**src/pkg/ovrd_consts.vh**
```
// Constants for the over-range detector: register offsets, fields, reset values.
`ifndef OVRD_CONSTS_VH
`define OVRD_CONSTS_VH
`define OVRD_OFF_CTRL        12'h000
`define OVRD_OFF_THRESH      12'h004
`define OVRD_OFF_FUNC        12'h008
`define OVRD_OFF_STATUS      12'h00C
`define OVRD_OFF_CLEAR       12'h010
`define OVRD_OFF_IRQ_EN      12'h014
`define OVRD_OFF_FLAGS       12'h018
`define OVRD_CTRL_EN_BIT     0
`define OVRD_CTRL_HOLD_LSB   4
`define OVRD_CTRL_HOLD_MSB   6
`define OVRD_FUNC_C_BIT      0
`define OVRD_FUNC_D_BIT      1
`define OVRD_RST_CTRL        32'h00000000
`define OVRD_RST_THRESH      8'hE4
`define OVRD_HOLD_BASE_LOG2  3
`define OVRD_CNT_W           11
`define OVRD_SAMPLE_W        12
`define OVRD_MAG_W           11
`define OVRD_CMP_W           8
`define OVRD_MAG_MAX         11'h7FF
`endif

```
**src/verilog/ovrd_top.v**
```verilog
// Top of the over-range detector: APB registers, four channels, pins, interrupt.
//
// Contract
// - Over-range checks use each channel's samples directly at the converter output.
// - Each sample gives an 11-bit magnitude whose upper 8 bits are compared to the threshold.
// - Mid-scale maps to zero, symmetric codes match, and the most negative code gives 255.
// - One shared threshold serves every channel.
// - Detection works only while the detection enable is 1.
// - A flag is 1 when the compared value is at or above the threshold in the hold period.
// - The four-channel variant drives flags for channels A, B, C and D.
// - The two-channel variant drives flags for channels A and B.
// - The single-channel variant drives only the channel A flag.
// - The 3-bit hold select gives a flag length of 8 times two to the select, 8 to 1024 cycles.
// - Every new exceeding sample restarts the hold countdown.
// - Samples are read as signed two's complement before the magnitude is formed.
// - A reference clock function on pin C or D overrides that pin's flag.
`timescale 1ns/1ps
`default_nettype none
`include "ovrd_consts.vh"
module ovrd_top (
    input  wire        pclk,
    input  wire        presetn,
    input  wire        clk_en,
    input  wire        psel,
    input  wire        penable,
    input  wire        pwrite,
    input  wire [11:0] paddr,
    input  wire [31:0] pwdata,
    output wire        pready,
    output reg  [31:0] prdata,
    output wire        pslverr,
    input  wire [1:0]  variant_sel,
    input  wire [11:0] sample_a,
    input  wire [11:0] sample_b,
    input  wire [11:0] sample_c,
    input  wire [11:0] sample_d,
    input  wire        ref_clk_c,
    input  wire        ref_clk_d,
    output wire        flag_out_ch_a,
    output wire        flag_out_ch_b,
    output wire        flag_out_ch_c,
    output wire        flag_out_ch_d,
    output wire        irq
);
    localparam [1:0] VAR_QUAD   = 2'h0;
    localparam [1:0] VAR_DUAL   = 2'h1;

    reg                    overrange_detect_enable_q;
    reg  [2:0]             flag_hold_length_select_q;
    reg  [`OVRD_CMP_W-1:0] overrange_threshold_q;
    reg                    ref_clock_output_c_function_q;
    reg                    ref_clock_output_d_function_q;
    reg  [3:0]             status_q;
    reg  [3:0]             irq_en_q;
    reg  [3:0]             flag_prev_q;
    wire [3:0]             flag;
    wire [3:0]             chan_on;
    wire [3:0]             rise;
    wire [3:0]             clr;
    wire [3:0]             pin;
    wire [47:0]            samples;
    wire                   wr;
    wire                   rd;
    wire                   addr_ok;
    reg  [31:0]            rdata_d;
    genvar                 g;

    assign samples = {sample_d, sample_c, sample_b, sample_a};

    // Channels present depend on the variant.
    assign chan_on = (variant_sel == VAR_QUAD) ? 4'hF :
                     (variant_sel == VAR_DUAL) ? 4'h3 : 4'h1;

    generate
        for (g = 0; g < 4; g = g + 1) begin : g_ch
            // All channels share one threshold.
            ovrd_channel u_ch (
                .pclk      (pclk),
                .presetn   (presetn),
                .clk_en    (clk_en),
                .enable    (overrange_detect_enable_q & chan_on[g]),
                .sample    (samples[g*12 +: 12]),
                .threshold (overrange_threshold_q),
                .hold_sel  (flag_hold_length_select_q),
                .flag_q    (flag[g]),
                .event_hit ()
            );
        end
    endgenerate

    // Reference clock function wins over the flag on pins C and D.
    assign pin[0] = flag[0];
    assign pin[1] = flag[1];
    assign pin[2] = ref_clock_output_c_function_q ? ref_clk_c : flag[2];
    assign pin[3] = ref_clock_output_d_function_q ? ref_clk_d : flag[3];
    assign flag_out_ch_a = pin[0];
    assign flag_out_ch_b = pin[1];
    assign flag_out_ch_c = pin[2];
    assign flag_out_ch_d = pin[3];

    assign pready  = 1'b1;
    assign wr      = psel && penable && pwrite;
    assign rd      = psel && !pwrite;
    assign addr_ok = (paddr <= `OVRD_OFF_FLAGS) && (paddr[1:0] == 2'b00);
    assign pslverr = psel && penable && !addr_ok;

    assign rise = flag & ~flag_prev_q;
    assign clr  = (wr && paddr == `OVRD_OFF_CLEAR) ? pwdata[3:0] : 4'h0;
    assign irq  = |(status_q & irq_en_q);

    always @(posedge pclk or negedge presetn) begin
        if (!presetn) begin
            overrange_detect_enable_q     <= 1'b0;
            flag_hold_length_select_q     <= 3'h0;
            overrange_threshold_q         <= `OVRD_RST_THRESH;
            ref_clock_output_c_function_q <= 1'b0;
            ref_clock_output_d_function_q <= 1'b0;
            irq_en_q                      <= 4'h0;
            status_q                      <= 4'h0;
            flag_prev_q                   <= 4'h0;
        end else if (clk_en) begin
            flag_prev_q <= flag;
            // A new flag rise wins over a clear in the same cycle.
            status_q <= (status_q & ~clr) | rise;
            if (wr) begin
                case (paddr)
                    `OVRD_OFF_CTRL: begin
                        overrange_detect_enable_q <= pwdata[`OVRD_CTRL_EN_BIT];
                        flag_hold_length_select_q <=
                            pwdata[`OVRD_CTRL_HOLD_MSB:`OVRD_CTRL_HOLD_LSB];
                    end
                    `OVRD_OFF_THRESH: begin
                        overrange_threshold_q <= pwdata[7:0];
                    end
                    `OVRD_OFF_FUNC: begin
                        ref_clock_output_c_function_q <= pwdata[`OVRD_FUNC_C_BIT];
                        ref_clock_output_d_function_q <= pwdata[`OVRD_FUNC_D_BIT];
                    end
                    `OVRD_OFF_IRQ_EN: begin
                        irq_en_q <= pwdata[3:0];
                    end
                    default: begin
                    end
                endcase
            end
        end
    end

    always @* begin
        rdata_d = 32'h00000000;
        case (paddr)
            `OVRD_OFF_CTRL: begin
                rdata_d = {25'h0, flag_hold_length_select_q, 3'h0,
                           overrange_detect_enable_q};
            end
            `OVRD_OFF_THRESH: begin
                rdata_d = {24'h000000, overrange_threshold_q};
            end
            `OVRD_OFF_FUNC: begin
                rdata_d = {30'h0, ref_clock_output_d_function_q,
                           ref_clock_output_c_function_q};
            end
            `OVRD_OFF_STATUS: begin
                rdata_d = {28'h0000000, status_q};
            end
            `OVRD_OFF_IRQ_EN: begin
                rdata_d = {28'h0000000, irq_en_q};
            end
            `OVRD_OFF_FLAGS: begin
                rdata_d = {28'h0000000, flag};
            end
            default: begin
                rdata_d = 32'h00000000;
            end
        endcase
    end

    // Read data is captured in the setup cycle so it is valid in the access cycle.
    always @(posedge pclk or negedge presetn) begin
        if (!presetn) begin
            prdata <= 32'h00000000;
        end else if (clk_en && rd && !penable) begin
            prdata <= rdata_d;
        end
    end
endmodule // ovrd_top
`default_nettype wire

```
**src/verilog/ovrd_magnitude.v**
```verilog
// Sample-to-magnitude converter producing the 8-bit compared value.
`timescale 1ns/1ps
`default_nettype none
`include "ovrd_consts.vh"
module ovrd_magnitude (
    input  wire [`OVRD_SAMPLE_W-1:0] sample,
    output wire [`OVRD_CMP_W-1:0]    cmp_value
);
    wire [`OVRD_SAMPLE_W-1:0] neg_val;
    wire [`OVRD_MAG_W-1:0]    mag;

    // Sample is two's complement; negative values are negated.
    assign neg_val = (~sample) + 12'h001;
    // Most negative code saturates to full magnitude.
    assign mag = !sample[`OVRD_SAMPLE_W-1] ? sample[`OVRD_MAG_W-1:0] :
                 (sample == 12'h800) ? `OVRD_MAG_MAX : neg_val[`OVRD_MAG_W-1:0];
    // Only the upper eight magnitude bits are compared.
    assign cmp_value = mag[`OVRD_MAG_W-1:`OVRD_MAG_W-`OVRD_CMP_W];
endmodule // ovrd_magnitude
`default_nettype wire

```
**src/verilog/ovrd_channel.v**
```verilog
// One channel of over-range detection with its hold counter and flag.
`timescale 1ns/1ps
`default_nettype none
`include "ovrd_consts.vh"
module ovrd_channel (
    input  wire                      pclk,
    input  wire                      presetn,
    input  wire                      clk_en,
    input  wire                      enable,
    input  wire [`OVRD_SAMPLE_W-1:0] sample,
    input  wire [`OVRD_CMP_W-1:0]    threshold,
    input  wire [2:0]                hold_sel,
    output reg                       flag_q,
    output wire                      event_hit
);
    wire [`OVRD_CMP_W-1:0]  cmp_value;
    wire [`OVRD_CNT_W-1:0]  hold_len;
    reg  [`OVRD_CNT_W-1:0]  cnt_q;

    // Magnitude is taken straight from the converter sample.
    ovrd_magnitude u_mag (
        .sample    (sample),
        .cmp_value (cmp_value)
    );

    // Hold length is 8 shifted left by the select value.
    assign hold_len = 11'h008 << hold_sel;
    // Greater than or equal compare, only while enabled.
    assign event_hit = enable && (cmp_value >= threshold);

    // Each channel counts independently and registers its flag.
    always @(posedge pclk or negedge presetn) begin
        if (!presetn) begin
            cnt_q  <= 11'h000;
            flag_q <= 1'b0;
        end else if (clk_en) begin
            if (!enable) begin
                cnt_q  <= 11'h000;
                flag_q <= 1'b0;
            end else if (event_hit) begin
                cnt_q  <= hold_len - 11'h001;
                flag_q <= 1'b1;
            end else if (cnt_q != 11'h000) begin
                cnt_q  <= cnt_q - 11'h001;
                flag_q <= 1'b1;
            end else begin
                flag_q <= 1'b0;
            end
        end
    end
endmodule // ovrd_channel
`default_nettype wire

```
**config.mk**
```make
export PLATFORM = sky130hd
export DESIGN_NAME = ovrd_top
export DESIGN_NICKNAME = d
export VERILOG_FILES = /design/src/verilog/ovrd_top.v /design/src/verilog/ovrd_magnitude.v /design/src/verilog/ovrd_channel.v
export VERILOG_INCLUDE_DIRS = /design/src /design/src/pkg
export SDC_FILE = /design/constraint.sdc
export NUM_CORES = 1
export LEC_CHECK = 0
export ABC_CLOCK_PERIOD_IN_PS = 4500
export BUFFER_PORTS_ARGS = -buffer_cell sky130_fd_sc_hd__buf_4
export CAP_MARGIN = 15
export CORE_MARGIN = 2
export CORE_UTILIZATION = 50
export CTS_BUF_LIST = sky130_fd_sc_hd__clkbuf_8
export DETAILED_ROUTE_END_ITERATION = 8
export GPL_TIMING_DRIVEN = 0
export PLACE_DENSITY = 0.73
export SLEW_MARGIN = 20
export SYNTH_ARGS = -nofsm -noshare
export SYNTH_HDL_FRONTEND = slang
export SYNTH_HIERARCHICAL = 1
export SYNTH_SLANG_ARGS = --single-unit
export TNS_END_PERCENT = 100
```
**constraint.sdc**
```tcl
create_clock -name pclk -period 4.5 [get_ports pclk]
set_input_delay 0.45 -clock pclk [delete_from_list [all_inputs] [get_ports pclk]]
set_output_delay 0.45 -clock pclk [all_outputs]
set_load 0.005 [all_outputs]
```
### After elaboration in Yosys (flattened, before gate mapping)

Index checks and enable logic that the tools add are counted.
Widths: inputs -> output; s select.

| operators by class | value |
|---|---|
| add/subtract/negate cells | 9 |
| $lt $le $gt $ge | 5 |
| equality and inequality tests | 15 |
| shifts and indexed selects | 1 |
| muxes and demuxes | 38 |
| bitwise operators | 14 |
| reductions and logical operators | 31 |

Operators with widths:

| operator | count |
|---|---|
| $mux 11 | 20 |
| $sub 11x1->11 const B | 5 |
| $eq 12x12->1 const B | 4 |
| $pmux 8 s6 | 1 |
| $add 11x1->11 const B | 4 |
| $not 11->11 | 4 |
| $reduce_bool 11->1 | 4 |
| $eq 12x5->1 const B | 3 |
| $ge 8x8->1 | 4 |
| $eq 12x4->1 const B | 2 |
| $mux 1 | 14 |
| $and 4x4->4 | 3 |
| $eq 12x3->1 const B | 1 |
| $le 12x5->1 const B | 1 |
| $logic_and 1x1->1 | 12 |
| $logic_not 12->1 | 1 |
| $ne 3x3->1 const B | 4 |
| $reduce_and 3->1 | 4 |
| $shl 4x3->11 const A | 1 |
| $mux 4 | 2 |
| $not 4->4 | 2 |
| $reduce_and 2->1 | 4 |
| $and 1x1->1 | 4 |
| $logic_not 2->1 | 2 |
| other kinds (5) | 7 |

| storage, ports and cells | value |
|---|---|
| register bits | 106 |
| input bits | 102 |
| output and inout bits | 39 |

### Depth between registers and ports, before layout

| logic depth | value |
|---|---|
| word-level depth | 8 |
| gate-level depth with buffers | 18 |

### By module

The synthesis kept the hierarchy.

Modules (own cells, without submodules):

| module | times used | cells each | area an instance (um^2) |
|---|---|---|---|
| ovrd_channel (g_ch[0].u_ch ...) | 3 | 140 | 1,173.6 |
| ovrd_top | 1 | 173 | 1,865.5 |
| ovrd_magnitude | 4 | 43 | 306.5 |
| ovrd_channel (g_ch[1].u_ch) | 1 | 137 | 1,116.1 |

### Least setup slack after synthesis

No wires, ideal clock.

| timing path | value |
|---|---|
| path type | input to register |
| start point | input port sample_a[1] |
| end point | register g_ch[0].u_ch.cnt_q[10] |
| arrival time | 3,864 ps |
| data required time | 4,434 ps |
| setup slack | 571 ps |
| stages on the path | 18 |
| buffers on the path | 3 |
| cells stage by stage | or4_1 -> buf_2 -> nor4_4 -> mux2i_1 -> ha_1 -> and4_1 -> o21ai_0 -> o21ai_1 -> buf_2 -> nand2_1 -> nand2_1 -> ha_1 -> buf_2 -> or3b_1 -> nor2_1 -> and4b_1 -> mux2_2 -> a22o_1 |

| on the way | value |
|---|---|
| word-level cells in the longest chain between the ends | 8 |

RTL lines:

| item | RTL line | text |
|---|---|---|
| start: declaration | ovrd_top.v:33 | `input wire [11:0] sample_a,` |
| $not 11->11 | ovrd_magnitude.v:13 | `assign neg_val = (~sample) + 12'h001;` |
| $add 11x1->11 | ovrd_magnitude.v:13 |  |
| $mux 11 (*) | ovrd_magnitude.v:16 | `` (sample == 12'h800) ? `OVRD_MAG_MAX : neg_val[`OVRD_MAG_W-1:0]; `` |
| $mux 11 (*) | ovrd_magnitude.v:15 | `` assign mag = !sample[`OVRD_SAMPLE_W-1] ? sample[`OVRD_MAG_W-1:0] : `` |
| net g_ch[0].u_ch.cmp_value[4] | ovrd_channel.v:16 | `` wire [`OVRD_CMP_W-1:0] cmp_value; `` |
| $ge 8x8->1 (*) | ovrd_channel.v:29 | `assign event_hit = enable && (cmp_value >= threshold);` |
| $logic_and 1x1->1 (*) | ovrd_channel.v:29 |  |
| $ne 3x3->1 (no source line) or $mux 11 (tied branches) | -- |  |
| $reduce_and 2->1 (no source line) or $mux 11 (tied branches) | -- |  |
| end signal: assignment | ovrd_channel.v:41 | `cnt_q <= hold_len - 11'h001;` |
| end signal: assignment | ovrd_channel.v:44 | `cnt_q <= cnt_q - 11'h001;` |
| end: declaration | ovrd_channel.v:18 | `` reg [`OVRD_CNT_W-1:0] cnt_q; `` |

Mark *: on every way through the listed nets, which the timed path passes. The rest lies on a longest branch.
A chain may end at the register's enable or synchronous reset.

### Worst setup path after layout

| timing path | value |
|---|---|
| start point | input port sample_c[1] |
| end point | register g_ch[2].u_ch.cnt_q[10] |

| on the way | value |
|---|---|
| word-level cells in the longest chain between the ends | 8 |

RTL lines:

| item | RTL line | text |
|---|---|---|
| start: declaration | ovrd_top.v:35 | `input wire [11:0] sample_c,` |
| $not 11->11 | ovrd_magnitude.v:13 |  |
| $add 11x1->11 | ovrd_magnitude.v:13 |  |
| $mux 11 (*) | ovrd_magnitude.v:16 |  |
| $mux 11 (*) | ovrd_magnitude.v:15 |  |
| net g_ch[2].u_ch.cmp_value[4] | ovrd_channel.v:16 |  |
| $ge 8x8->1 (*) | ovrd_channel.v:29 |  |
| $logic_and 1x1->1 (*) | ovrd_channel.v:29 |  |
| $ne 3x3->1 (no source line) or $mux 11 (tied branches) | -- |  |
| $reduce_and 2->1 (no source line) or $mux 11 (tied branches) | -- |  |
| end signal: assignment | ovrd_channel.v:41 |  |
| end signal: assignment | ovrd_channel.v:44 |  |
| end: declaration | ovrd_channel.v:18 |  |

Marks and branches as above.

==> out/results.ini <==
[setup_path]
crit_type = in2reg
arrival_ns = 4.40
worstPathRequired_ns = 4.76
crit_fanout = 10
critPathLaunchType = input pin
crit_path_end_kind = flop

[routing]
vias = 7092
drtIter0Drc = 548
first_pass_iters = 5
drt-wirelength-per-cell_um = 16.0
final_antenna_net_count = 0
vias_per_cell = 5.83
drc = 0
totalWireLength_mm = 19.5

[floorplan]
io_pins = 141
start_util_pct = 50.9
fp-row-count = 45
die_area_um2 = 16400
die_w_um = 128
fp.dieH_um = 128
core_um2 = 15100

[run]
max-cap-violations = 0

[pwr]
combPwrFrac_pct = 22.1
p_sw_uw = 490
netSwitchingFraction_pct = 29.2
internal_power_uw = 1190
peakVddDrop_mv = 0.114
power-per-cell-area_nw_per_um2 = 188
seqPwrFrac_pct = 44.2
p_leak_uw = 0.00393
power_frac_clock_pct = 33.7

[yosys]
synthesis.area_um2 = 7710
syn_inst = 898
synthesis.area_per_instance_um2 = 8.59
ys_warn_count = 6

[clock_tree]
numCtsBuffers = 9
htreeDepth = 3
path_clk_slew_ns = 0.08
cts_sinks = 82
clockBufferDepth = 2
clkLatencyLatePin_ns = 0.37
cts_tree = yes
ctsRootBufferMaster = clkbuf_8
cts.hold.buffers_added = 0

[place]
portBuffers = 91
gp_congestion = 0.901
dpl-instance-area_um2 = 8720
dp_cells = 1200
dp_slack_ns = -0.0481
dp_hpwl_mm = 14.4

[sta]
maxSlewViolCount = 0
fin_skew_ns = 0.00693
tightest_slew_ns = 0.828
min_period_ns = 4.14
setup_viol = 0
setup_slack_ns = 0.364
hold_slack_ns = 0.105
report.final.hold_viol_count = 0
finalCritPeriodShare_pct = 91.9
max_freq_mhz = 242
slew_headroom_pct = 44.8
rsz0062_at_grt = false

[final_layout]
drive_gt1_share_pct = 22.5
final_cell_mix = buf_4 (116), nand2_1 (85), dfrtp_1 (78)
final_net_count = 1161
final_common_cell = buf_4
antenna_cells = 0
final_cell_area_um2 = 8950
syn_to_final_growth_pct = 16.0
layout.cells.non_filler = 1216

[grt]
antenna_found_initial = 0
grt_pass1_vias = 6559
grt_pass1_wl_mm = 32.2
track_usage_pct = 24.4
grt_max_degree = 83
grt-ovfl-total = 0

[min_path]
min_path_type = in2async

[run_status]
run_status = complete, no violations

-- metrics by stage --
stage	setup TNS, ns	power [uW]	utilization, %
floorplan	0	980	-
global placement	-0.0276	1120	57.6
detailed placement	-0.0562	1130	57.6
CTS	0	1690	58.9
global route	0	1770	59.1
finish	0	1680	59.1
-- critical path, cell delays in order --
cell     delay (ns)
buf_4          0.12
or4_1          0.51
buf_2          0.18
nor4_4         0.15
mux2i_1        0.12
ha_1           0.27
and4_1         0.21
o21ai_0        0.15
o21ai_2        0.25
buf_2          0.28
nand2_1        0.10
nand2_1        0.09
ha_1           0.13
buf_2          0.18
or3b_1         0.46
nor2_1         0.27
a21bo_2        0.18
o21ai_0        0.08
a22o_1         0.21
-- per-layer routing --
layer  vias to the layer above  GRT usage [%]  part of all wire [%]
met2                       169           40.7                    48
met4                         0           7.76                   1.5
met3                        20           2.63                   4.2
met1                      3378           33.2                    46
li1                       3525              -                     -
met5                         -              0                     0
-- power groups by stage --
stage	sequential, uW	clock (uW)	combinational [uW]
finish	743	567	371
global route	744	610	420
CTS	743	582	369
detailed placement	758	0	368
global placement	758	0	361
floorplan	757	0	223
-- final cells by class --
class                   count  area [um2]
clock buffers              11         151
inverters                  56         210
multi-input cells         715        5170
fillers                  1389        6200
flip-flops and latches     82        2060
well taps                 188         235
clock inverters             5        53.8
repair buffers             91         687
plain buffers              68         383
-- sequential cells by signal, summed over array words and instances, names as in the netlist --
signal and flops:
flag_prev_q 4, irq_en_q 4, g_ch.u_ch/cnt_q 44, ref_clock_output_c_function_q 1, ref_clock_output_d_function_q 1, prdata 8, flag_hold_length_select_q 3, overrange_detect_enable_q 1
overrange_threshold_q 8, status_q 4, g_ch.u_ch/flag_q 4
-- repair_timing --
| action | 4_1_cts | 5_1_grt |
|---|---|---|
| buffers inserted | 0 | 0 |
| setup endpoints to repair | 0 | 3 |
| gates resized for setup | 0 | 3 |
-- path summary, 6_finish.rpt --
kind / startpoint / to / slack [ns] / depth (start not counted)
worst max-delay path: sample_c[1] / g_ch[2].u_ch/cnt_q[10]$_DFFE_PN0P_ / 0.36 / 19
worst min-delay path: presetn / g_ch[1].u_ch/cnt_q[1]$_DFFE_PN0P_ / 0.11 / 1
worst max register to register: overrange_threshold_q[7]$_DFFE_PN1P_ / g_ch[3].u_ch/cnt_q[10]$_DFFE_PN0P_ / 0.74 / 15
worst min register to register: prdata[4]$_DFFE_PN0P_ / prdata[4]$_DFFE_PN0P_ / 0.50 / 2
max in group asynchronous: presetn / flag_hold_length_select_q[1]$_DFFE_PN0P_ / 3.85 / 1
min in group pclk: pwdata[7] / overrange_threshold_q[7]$_DFFE_PN1P_ / 0.32 / 2
Note: power is estimated with default switching activity, not from simulation.
